### src/hdl/ssr_pkg.sv
// Purpose: Shared constants for the supply reset supervisor.
// Assumes: 250 MHz clock, registers one byte wide in the low lane of a 32-bit word.
// Notes: Register indices are word indices; byte address is four times the index.
package ssr_pkg;
	// Clock and timing
	localparam int CLK_PERIOD_PS = 4000;
	localparam int DEBOUNCE_MIN_US = 30;
	localparam int DEBOUNCE_CYCLES = (DEBOUNCE_MIN_US * 1000000 + CLK_PERIOD_PS - 1) / CLK_PERIOD_PS;
	localparam int RESET_HOLD_CYCLES = 16;
	localparam int RC_EDGES_PER_MS = 2;

	// Register indices and bus
	localparam int ADDR_W = 10;
	localparam logic [7:0] IDX_RESET_STATUS = 8'hb1;
	localparam logic [7:0] IDX_DETECT_CONTROL = 8'hb3;

	// Detector control fields
	localparam int DC_ENABLE_BIT = 7;
	localparam int DC_STATUS_BIT = 6;
	localparam int DC_POLARITY_BIT = 5;
	localparam int DC_IRQ_BIT = 4;
	localparam int DC_THRESH_LSB = 0;
	localparam int DC_THRESH_W = 4;
	localparam logic [7:0] DC_RESET = 8'h00;

	// Reset status fields
	localparam int RS_WATCHDOG_OVERFLOW_FLAG_BIT = 7;
	localparam int RS_POWER_ON_BIT = 5;
	localparam int RS_UV_BIT = 4;
	localparam int RS_PERIOD_LSB = 0;
	localparam int RS_PERIOD_W = 3;
	localparam logic RS_WATCHDOG_OVERFLOW_FLAG_RESET = 1'b0;
	localparam logic RS_POWER_ON_RESET = 1'b1;
	localparam logic RS_UV_RESET = 1'b0;
	localparam logic [2:0] RS_PERIOD_RESET = 3'h0;

	// Watchdog minimum periods in ms, indexed by period code
	localparam int WDT_CNT_W = 24;
	localparam logic [12:0] WDT_PERIOD_MS [8] = '{
		13'h1000, 13'h0400, 13'h0100, 13'h0080, 13'h0040, 13'h0010, 13'h0004, 13'h0001
	};

	// Range checker
	localparam logic [7:0] ILLEGAL_OPCODE = 8'ha5;
	localparam int PC_W = 16;
	localparam int PROG_MEM_SIZE = 16384;

	// Threshold detector: 2.40 V at code 0, 0.15 V per step (in mV)
	localparam int DETECT_BASE_MV = 2400;
	localparam int DETECT_STEP_MV = 150;
endpackage

### src/hdl/ssr_supervisor.sv
// Purpose: Supply detector, undervoltage reset, watchdog and range checker with
//          an Avalon-MM register slave.
// Assumes: Comparator, oscillator and option inputs are asynchronous pins;
//          fetch and power-down inputs are synchronous to clk.
// Notes: Flags survive reset_request; only rst_n (power-on) or a software write clears them.
`timescale 1ns/1ps

// Summary of operation
// - Enable bit turns supply detection on
// - Status flag follows filtered detect condition
// - Interrupt flag sticky until software clears
// - Four-bit code selects detection threshold
// - Condition must persist through debounce interval
// - Detector interrupt wakes from power-down
// - Undervoltage reset after filtered supply drop
// - Undervoltage reset enabled only by option
// - Reset on program counter out of range
// - Reset on illegal opcode fetch
// - Range reset sets watchdog overflow flag
// - Watchdog counts down on oscillator edges
// - Watchdog overflow resets the device
// - Watchdog enable fixed by option
// - Overflow sets watchdog overflow flag
// - Reset status access restarts watchdog
// - Three-bit field selects watchdog period
// - Period codes map 4096 ms to 1 ms
// - Overflow flag bit 7, software clears
// - Undervoltage flag bit 4, software clears
module ssr_supervisor #(
	parameter int DEBOUNCE_CYCLES = ssr_pkg::DEBOUNCE_CYCLES,
	parameter int RESET_HOLD = ssr_pkg::RESET_HOLD_CYCLES,
	parameter int EDGES_PER_MS = ssr_pkg::RC_EDGES_PER_MS,
	parameter int PROG_MEM_SIZE = ssr_pkg::PROG_MEM_SIZE
) (
	input wire logic clk, // System clock
	input wire logic rst_n, // Synchronous reset, active low
	input wire logic [ssr_pkg::ADDR_W-1:0] avs_address, // Byte address
	input wire logic avs_read, // Read request
	input wire logic avs_write, // Write request
	input wire logic [31:0] avs_writedata, // Write data
	input wire logic [3:0] avs_byteenable, // Byte enables
	output logic [31:0] avs_readdata, // Read data
	output logic avs_waitrequest, // Stall request
	input wire logic supply_below_detect, // Comparator: supply below detect level
	input wire logic supply_at_or_below_uv, // Comparator: supply at or below uv level
	input wire logic rc_osc_clk, // Watchdog oscillator pin
	input wire logic opt_uv_reset_enable, // Option: undervoltage reset on
	input wire logic opt_uv_threshold_high, // Option: 1 selects 4.3 V, 0 selects 2.1 V
	input wire logic opt_watchdog_enable, // Option: watchdog on
	input wire logic [ssr_pkg::PC_W-1:0] pc_value, // Program counter of fetch
	input wire logic fetch_valid, // Fetch strobe
	input wire logic [7:0] fetch_opcode, // Fetched opcode
	input wire logic power_down, // Processor in power-down
	output logic [3:0] detector_threshold_select, // Detect level code to comparator
	output logic undervoltage_threshold, // Uv level select to comparator
	output logic detector_interrupt, // Detector interrupt flag level
	output logic wake_request, // Wake from power-down
	output logic reset_request // System reset, active high
);
	localparam int NSYNC = 6;
	localparam int HW = $clog2(RESET_HOLD + 1);
	localparam logic [ssr_pkg::PC_W:0] PC_LIMIT = (ssr_pkg::PC_W + 1)'(PROG_MEM_SIZE);

	// Pin synchronisers
	logic [NSYNC-1:0] sync_meta;
	logic [NSYNC-1:0] sync_q;
	logic below_detect_s;
	logic below_uv_s;
	logic rc_s;
	logic uv_enable_s;
	logic uv_high_s;
	logic wdt_enable_s;
	logic rc_prev;
	logic rc_tick;

	// Registers
	logic detector_enable;
	logic detector_polarity_select;
	logic detector_interrupt_flag;
	logic watchdog_overflow_flag;
	logic power_on_flag;
	logic undervoltage_reset_flag;
	logic [2:0] watchdog_period_select;
	logic detector_status_flag;

	// Bus
	logic bus_req;
	logic bus_ack;
	logic [7:0] word_index;
	logic word_aligned;
	logic hit_detect;
	logic hit_status;
	logic wr_detect;
	logic wr_status;
	logic status_access;
	logic [7:0] next_readdata;

	// Functions
	logic detect_cond;
	logic detect_stable;
	logic detect_prev;
	logic detect_event;
	logic uv_cond;
	logic uv_active;
	logic uv_prev;
	logic uv_event;
	logic wdt_overflow;
	logic program_range_reset;
	logic [HW-1:0] hold_count;

	always_ff @(posedge clk) begin
		if (!rst_n) begin
			sync_meta <= '0;
			sync_q <= '0;
		end else begin
			sync_meta <= {opt_watchdog_enable, opt_uv_threshold_high, opt_uv_reset_enable,
				rc_osc_clk, supply_at_or_below_uv, supply_below_detect};
			sync_q <= sync_meta;
		end
	end

	assign below_detect_s = sync_q[0];
	assign below_uv_s = sync_q[1];
	assign rc_s = sync_q[2];
	assign uv_enable_s = sync_q[3];
	assign uv_high_s = sync_q[4];
	assign wdt_enable_s = sync_q[5];

	always_ff @(posedge clk) begin
		if (!rst_n) begin
			rc_prev <= 1'b0;
		end else begin
			rc_prev <= rc_s;
		end
	end

	assign rc_tick = rc_s && !rc_prev;

	// Bus decode: one wait cycle, then the answer
	assign bus_req = avs_read || avs_write;
	assign avs_waitrequest = bus_req && !bus_ack;
	assign word_index = avs_address[9:2];
	assign word_aligned = (avs_address[1:0] == 2'h0);
	assign hit_detect = word_aligned && (word_index == ssr_pkg::IDX_DETECT_CONTROL);
	assign hit_status = word_aligned && (word_index == ssr_pkg::IDX_RESET_STATUS);
	assign wr_detect = avs_write && bus_ack && hit_detect && avs_byteenable[0];
	assign wr_status = avs_write && bus_ack && hit_status && avs_byteenable[0];
	assign status_access = bus_req && bus_ack && hit_status;

	always_ff @(posedge clk) begin
		if (!rst_n) begin
			bus_ack <= 1'b0;
		end else begin
			bus_ack <= bus_req && !bus_ack;
		end
	end

	always_comb begin
		next_readdata = 8'h00;
		if (hit_detect) begin
			next_readdata[ssr_pkg::DC_ENABLE_BIT] = detector_enable;
			next_readdata[ssr_pkg::DC_STATUS_BIT] = detector_status_flag;
			next_readdata[ssr_pkg::DC_POLARITY_BIT] = detector_polarity_select;
			next_readdata[ssr_pkg::DC_IRQ_BIT] = detector_interrupt_flag;
			next_readdata[ssr_pkg::DC_THRESH_LSB +: ssr_pkg::DC_THRESH_W] =
				detector_threshold_select;
		end else if (hit_status) begin
			next_readdata[ssr_pkg::RS_WATCHDOG_OVERFLOW_FLAG_BIT] = watchdog_overflow_flag;
			next_readdata[ssr_pkg::RS_POWER_ON_BIT] = power_on_flag;
			next_readdata[ssr_pkg::RS_UV_BIT] = undervoltage_reset_flag;
			next_readdata[ssr_pkg::RS_PERIOD_LSB +: ssr_pkg::RS_PERIOD_W] =
				watchdog_period_select;
		end
	end

	always_ff @(posedge clk) begin
		if (!rst_n) begin
			avs_readdata <= 32'h0000_0000;
		end else if (avs_read && !bus_ack) begin
			avs_readdata <= {24'h00_0000, next_readdata};
		end
	end

	// Detector control fields written by software
	always_ff @(posedge clk) begin
		if (!rst_n) begin
			detector_enable <= ssr_pkg::DC_RESET[ssr_pkg::DC_ENABLE_BIT];
			detector_polarity_select <= ssr_pkg::DC_RESET[ssr_pkg::DC_POLARITY_BIT];
			detector_threshold_select <=
				ssr_pkg::DC_RESET[ssr_pkg::DC_THRESH_LSB +: ssr_pkg::DC_THRESH_W];
		end else if (wr_detect) begin
			detector_enable <= avs_writedata[ssr_pkg::DC_ENABLE_BIT];
			detector_polarity_select <= avs_writedata[ssr_pkg::DC_POLARITY_BIT];
			detector_threshold_select <=
				avs_writedata[ssr_pkg::DC_THRESH_LSB +: ssr_pkg::DC_THRESH_W];
		end
	end

	assign detect_cond = detector_enable &&
		(detector_polarity_select ? !below_detect_s : below_detect_s);

	ssr_debounce #(
		.CYCLES(DEBOUNCE_CYCLES)
	) u_detect_filter (
		.clk(clk),
		.rst_n(rst_n),
		.cond(detect_cond),
		.stable(detect_stable)
	);

	assign detector_status_flag = detect_stable;

	always_ff @(posedge clk) begin
		if (!rst_n) begin
			detect_prev <= 1'b0;
		end else begin
			detect_prev <= detect_stable;
		end
	end

	assign detect_event = detect_stable && !detect_prev;

	// sticky flag, set wins over clear
	always_ff @(posedge clk) begin
		if (!rst_n) begin
			detector_interrupt_flag <= ssr_pkg::DC_RESET[ssr_pkg::DC_IRQ_BIT];
		end else if (detect_event) begin
			detector_interrupt_flag <= 1'b1;
		end else if (wr_detect && !avs_writedata[ssr_pkg::DC_IRQ_BIT]) begin
			detector_interrupt_flag <= 1'b0;
		end
	end

	assign detector_interrupt = detector_interrupt_flag;

	always_ff @(posedge clk) begin
		if (!rst_n) begin
			wake_request <= 1'b0;
		end else begin
			wake_request <= power_down && detector_interrupt_flag;
		end
	end

	assign uv_cond = uv_enable_s && below_uv_s;

	always_ff @(posedge clk) begin
		if (!rst_n) begin
			undervoltage_threshold <= 1'b0;
		end else begin
			undervoltage_threshold <= uv_high_s;
		end
	end

	ssr_debounce #(
		.CYCLES(DEBOUNCE_CYCLES)
	) u_uv_filter (
		.clk(clk),
		.rst_n(rst_n),
		.cond(uv_cond),
		.stable(uv_active)
	);

	always_ff @(posedge clk) begin
		if (!rst_n) begin
			uv_prev <= 1'b0;
		end else begin
			uv_prev <= uv_active;
		end
	end

	assign uv_event = uv_active && !uv_prev;

	assign program_range_reset = fetch_valid &&
		(({1'b0, pc_value} >= PC_LIMIT) || (fetch_opcode == ssr_pkg::ILLEGAL_OPCODE));

	ssr_watchdog #(
		.EDGES_PER_MS(EDGES_PER_MS)
	) u_watchdog (
		.clk(clk),
		.rst_n(rst_n),
		.enable(wdt_enable_s),
		.tick(rc_tick),
		.restart(status_access),
		.period_sel(watchdog_period_select),
		.overflow(wdt_overflow)
	);

	always_ff @(posedge clk) begin
		if (!rst_n) begin
			watchdog_period_select <= ssr_pkg::RS_PERIOD_RESET;
		end else if (wr_status) begin
			watchdog_period_select <=
				avs_writedata[ssr_pkg::RS_PERIOD_LSB +: ssr_pkg::RS_PERIOD_W];
		end
	end

	always_ff @(posedge clk) begin
		if (!rst_n) begin
			watchdog_overflow_flag <= ssr_pkg::RS_WATCHDOG_OVERFLOW_FLAG_RESET;
		end else if (wdt_overflow || program_range_reset) begin
			watchdog_overflow_flag <= 1'b1;
		end else if (wr_status) begin
			watchdog_overflow_flag <= avs_writedata[ssr_pkg::RS_WATCHDOG_OVERFLOW_FLAG_BIT];
		end
	end

	always_ff @(posedge clk) begin
		if (!rst_n) begin
			undervoltage_reset_flag <= ssr_pkg::RS_UV_RESET;
		end else if (uv_event) begin
			undervoltage_reset_flag <= 1'b1;
		end else if (wr_status) begin
			undervoltage_reset_flag <= avs_writedata[ssr_pkg::RS_UV_BIT];
		end
	end

	always_ff @(posedge clk) begin
		if (!rst_n) begin
			power_on_flag <= ssr_pkg::RS_POWER_ON_RESET;
		end else if (wr_status) begin
			power_on_flag <= avs_writedata[ssr_pkg::RS_POWER_ON_BIT];
		end
	end

	always_ff @(posedge clk) begin
		if (!rst_n) begin
			hold_count <= '0;
		end else if (wdt_overflow || program_range_reset) begin
			hold_count <= HW'(RESET_HOLD);
		end else if (hold_count != '0) begin
			hold_count <= hold_count - HW'(1);
		end
	end

	// uv reset while filtered drop holds
	always_ff @(posedge clk) begin
		if (!rst_n) begin
			reset_request <= 1'b0;
		end else begin
			reset_request <= uv_active || (hold_count != '0) || wdt_overflow ||
				program_range_reset;
		end
	end
endmodule // ssr_supervisor

### src/hdl/ssr_debounce.sv
// Purpose: Persistence filter for a supply condition.
// Assumes: cond is already synchronous to clk.
// Notes: Output drops in the same cycle the condition drops.
`timescale 1ns/1ps
module ssr_debounce #(
	parameter int CYCLES = 7500
) (
	input wire logic clk, // System clock
	input wire logic rst_n, // Synchronous reset, active low
	input wire logic cond, // Raw condition
	output logic stable // Condition held for CYCLES cycles
);
	localparam int CW = $clog2(CYCLES + 1);
	localparam logic [CW-1:0] LAST = CW'(CYCLES - 1);
	logic [CW-1:0] count;

	always_ff @(posedge clk) begin
		if (!rst_n || !cond) begin
			count <= '0;
		end else if (count != LAST) begin
			count <= count + CW'(1);
		end
	end

	assign stable = cond && (count == LAST);
endmodule // ssr_debounce

### src/hdl/ssr_watchdog.sv
// Purpose: Watchdog down counter stepped by oscillator edges.
// Assumes: tick is a one-cycle pulse per oscillator edge.
// Notes: Reloads on restart and after each overflow.
`timescale 1ns/1ps
module ssr_watchdog #(
	parameter int EDGES_PER_MS = ssr_pkg::RC_EDGES_PER_MS
) (
	input wire logic clk, // System clock
	input wire logic rst_n, // Synchronous reset, active low
	input wire logic enable, // Watchdog enabled by option
	input wire logic tick, // Oscillator edge pulse
	input wire logic restart, // Restart the count
	input wire logic [2:0] period_sel, // Overflow period code
	output logic overflow // One-cycle overflow pulse
);
	localparam int W = ssr_pkg::WDT_CNT_W;
	logic [W-1:0] count;
	logic [W-1:0] next_load;

	always_comb begin
		next_load = W'(32'(ssr_pkg::WDT_PERIOD_MS[period_sel]) * EDGES_PER_MS);
	end

	always_ff @(posedge clk) begin
		if (!rst_n) begin
			count <= W'(32'(ssr_pkg::WDT_PERIOD_MS[0]) * EDGES_PER_MS);
			overflow <= 1'b0;
		end else if (!enable || restart) begin
			count <= next_load;
			overflow <= 1'b0;
		end else if (tick) begin
			if (count <= W'(1)) begin
				count <= next_load;
				overflow <= 1'b1;
			end else begin
				count <= count - W'(1);
				overflow <= 1'b0;
			end
		end else begin
			overflow <= 1'b0;
		end
	end
endmodule // ssr_watchdog

### config.mk
export PLATFORM = sky130hd
export DESIGN_NAME = ssr_supervisor
export DESIGN_NICKNAME = d
export VERILOG_FILES = /design/src/hdl/ssr_pkg.sv /design/src/hdl/ssr_supervisor.sv /design/src/hdl/ssr_debounce.sv /design/src/hdl/ssr_watchdog.sv
export SDC_FILE = /design/constraint.sdc
export NUM_CORES = 1
export LEC_CHECK = 0
export ABC_AREA = 1
export BUFFER_PORTS_ARGS = -buffer_cell sky130_fd_sc_hd__buf_2
export CAP_MARGIN = 20
export CORE_UTILIZATION = 54
export CTS_CLUSTER_SIZE = 24
export DETAILED_ROUTE_END_ITERATION = 6
export PLACE_DENSITY = 0.89
export SYNTH_ARGS = -nofsm -noshare
export SYNTH_HDL_FRONTEND = slang
export SYNTH_SLANG_ARGS = --single-unit
export TNS_END_PERCENT = 10
### constraint.sdc
create_clock -name clk -period 2.4 [get_ports clk]
set_clock_uncertainty 0.15 [all_clocks]
set_input_delay 0.36 -clock clk [delete_from_list [all_inputs] [get_ports clk]]
set_output_delay 0.36 -clock clk [all_outputs]
set_load 0.02 [all_outputs]
==> qor.yml <==
critPathMaxFanout: 4
r2r_cells: 11
end_kind: "flip-flop"
rows: 35
setup_viol: 0
cts_tree: "yes"
hold_depth: 3
ys_ff_latch: 96
routed_via_density: 5.134
drive_gt1_frac: 0.1844
r2r_end: "u_watchdog.count[12]$_SDFFE_PN0P_"
grt_max_degree: 23
cp_slowest_cell: "dfxtp_1"
ys.warnings.count: 0
cp-start-kind: "flip-flop"
cts.sinks: 96
ys_seq_area_frac: 0.3762
cap_violations: 0
drt-total-wl_mm: 10.31
postCtsSetupBuffers: 0
cts_made_buffers: 9
dieArea_um2: 9854
grt_overflow_total: 0
fillers: 770
netlist_instances: 706
vdd_ir_drop_max_uv: 581.8
drtPass1Iterations: 5
fin_crit_ps: 1913
r2r_start: "u_watchdog.count[0]$_SDFFE_PP0P_"
worstPathCellList: "inv_1, ha_1, inv_1, nand2_1, nand3_1, nor3_1, nand2_1, inv_1, nor2_1, nand2_1, a21oi_1"
seqCellArea_um2: 1922
crit_buf_inv: 3
grt_pass1_wl_mm: 17.99
tns_ps: 0
hold_class: "input port to flip-flop"
placedCellCount: 865
gp_congestion: 0.9325
drt_iter0_drc: 203
cts_root_buf: "clkbuf_8"
antenna_cells: 0
period_share: 0.7972
min_from: "opt_uv_threshold_high"
core_area_um2: 9196
status: "finished clean"
rsz0062_at_grt: "no"
synth_top_area_frac: 0.3762
ctsResizeCount: 0
max_stage_delay_ps: 360
finalNonFillerCells: 881
maxSlewViolCount: 0
numPortBuffers: 56
area_growth_pct: 10.29
grt_pass1_vias: 4321
required_ps: 2550
netlist_area_um2: 5109
hpwl_mm: 7.584
cts_buffer_depth: 2
antenna_left: 0
critPathTopFamily: "simple AND/OR/NAND/NOR gates"
multi_input_area_um2: 2616
fmax_mhz: 522.7
ctsHoldBuffers: 0
crit_type: "flip-flop to flip-flop"
p_per_area_nw_per_um2: 591.0
die_x_um: 99.27
die_height_um: 99.27
io_pins: 123
start_util: 0.5555
drc: 0
r2r_slack_ps: 490
track_usage: 0.2227
cellLeakagePower_nw: 2.537
netlist-cell-type-count: 45
yosysTopAreaCell: "dfxtp_1"
worst_ep_arrival_time_ps: 2060
clk_latency_ps: 370
path_clk_slew_ps: 110
nets: 853
antenna_found_initial: 0
dr_total_vias: 4523
wl_per_cell_um: 11.70
holdPathEnd: "sync_meta[4]$_SDFF_PN0_"
htree_levels: 3
syn_area_per_cell_um2: 7.236
finalHoldViolCount: 0
synth_area_leaders: "dfxtp_1, nand2_1, inv_1"
-- synth_stat cells (all sizes together) --
library cell / n
buf: 26
nor3: 31
a31oi: 8
conb: 1
a21oi: 49
xor2: 17
clkinv: 1
xnor2: 2
nand3b: 4
mux2i: 1
o21ai: 27
or2: 6
nor4: 8
o211ai: 1
dfxtp: 96
nand2: 159
ha: 6
nor2: 75
nand4: 14
nor3b: 3
clkbuf: 7
o31ai: 2
nand3: 47
inv: 115
-- how the worst max path moves through the flow --
stage	from	endpoint	slack (ps)	cells past startpoint
finish	u_watchdog.count[0]$_SDFFE_PP0P_	u_watchdog.count[12]$_SDFFE_PN0P_	490	11
global route	u_watchdog.count[0]$_SDFFE_PP0P_	u_watchdog.count[4]$_SDFFE_PN0P_	330	11
CTS	u_watchdog.count[0]$_SDFFE_PP0P_	u_watchdog.count[12]$_SDFFE_PN0P_	510	11
detailed placement	avs_address[8]	undervoltage_reset_flag$_SDFFE_PN0P_	520	9
global placement	avs_address[8]	detector_interrupt$_SDFFE_PN0P_	540	7
floorplan	u_watchdog.count[0]$_SDFFE_PP0P_	u_watchdog.count[9]$_SDFFE_PN0P_	720	10
-- cells by family after synthesis --
family / synth area share
mux: 0.001959
other cells: 0.0007340
fa+ha+maj: 0.01469
compound gates: 0.09160
buf+inv: 0.1286
xor+xnor: 0.03257
flops: 0.3762
simple gates: 0.3537
-- cell type report --
type | instances | share of cell area
Tap cell | 111 | 0.02465
Sequential cell | 96 | 0.3411
Multi-Input combinational cell | 484 | 0.4644
Timing Repair Buffer | 58 | 0.05241
Clock inverter | 6 | 0.01488
Clock buffer | 10 | 0.02443
Inverter | 116 | 0.07817
-- worst register-to-register path: cells and delay by family, from the launching register on --
family	cells	cell delay, ps
flip-flops	1	360
AO/OA/AOI/OAI	1	150
buffers and inverters	3	210
adder cells (fa/ha/maj)	1	260
AND/OR/NAND/NOR	6	750
-- per-stage QoR --
stage          power (mW)  setup slack, ps  hold slack (ps)    util  instance area, µm²
2_1_floorplan       2.124            715.0            240.5       -                5195
3_3_place_gp        2.192            535.4            244.5  0.5886                5413
3_5_place_dp        2.201            515.6            251.2  0.5886                5413
4_1_cts             3.348            510.8            6.423  0.6127                5634
5_1_grt             3.495            326.0            5.725  0.6127                5634
6_report            3.330            486.8            14.11  0.6127                5634
-- registers in the layout, summed over array words and instances, names as in the netlist, 3 cells and up --
register and cells:
detector_threshold_select 4, hold_count 5, u_detect_filter.count 13, sync_q 6, u_uv_filter.count 13, watchdog_period_select 3, avs_readdata 8, sync_meta 6
u_watchdog.count 24
-- power by group --
group / leakage (nW) / switching, mW / internal [mW] / total (mW)
Sequential: 0.778 / 0.0305 / 1.65 / 1.68
Combinational: 1.65 / 0.304 / 0.183 / 0.487
Clock: 0.113 / 0.621 / 0.538 / 1.16
Total: 2.54 / 0.955 / 2.37 / 3.33
-- metal layers --
layer  vias to the layer above  part of all wire  GRT usage
met5                         -                 0          0
met4                         0             0.015    0.08937
met3                        16             0.055    0.04216
met2                       124              0.48     0.3884
met1                      2051              0.45     0.2704
li1                       2332                 -          -
-- cell usage in the layout, fill, tap and decap left out, types with 3 or more instances in the layout --
master,instances
nand2_1,146
inv_1,103
dfxtp_1,96
buf_2,56
nor2_1,53
a21oi_1,47
nand3_1,41
nor3_1,26
o21ai_0,24
conb_1,24
xor2_1,17
nand4_1,13
inv_2,10
nor2_2,10
nand2_2,10
nor2_4,10
clkbuf_8,10
a31oi_1,8
nor4_1,6
ha_1,6
nand3_2,4
nand3b_1,4
or2_2,4
nand2_4,3
o21ai_1,3
nor3_2,3
inv_6,3
(Power assumes the default switching activity.)
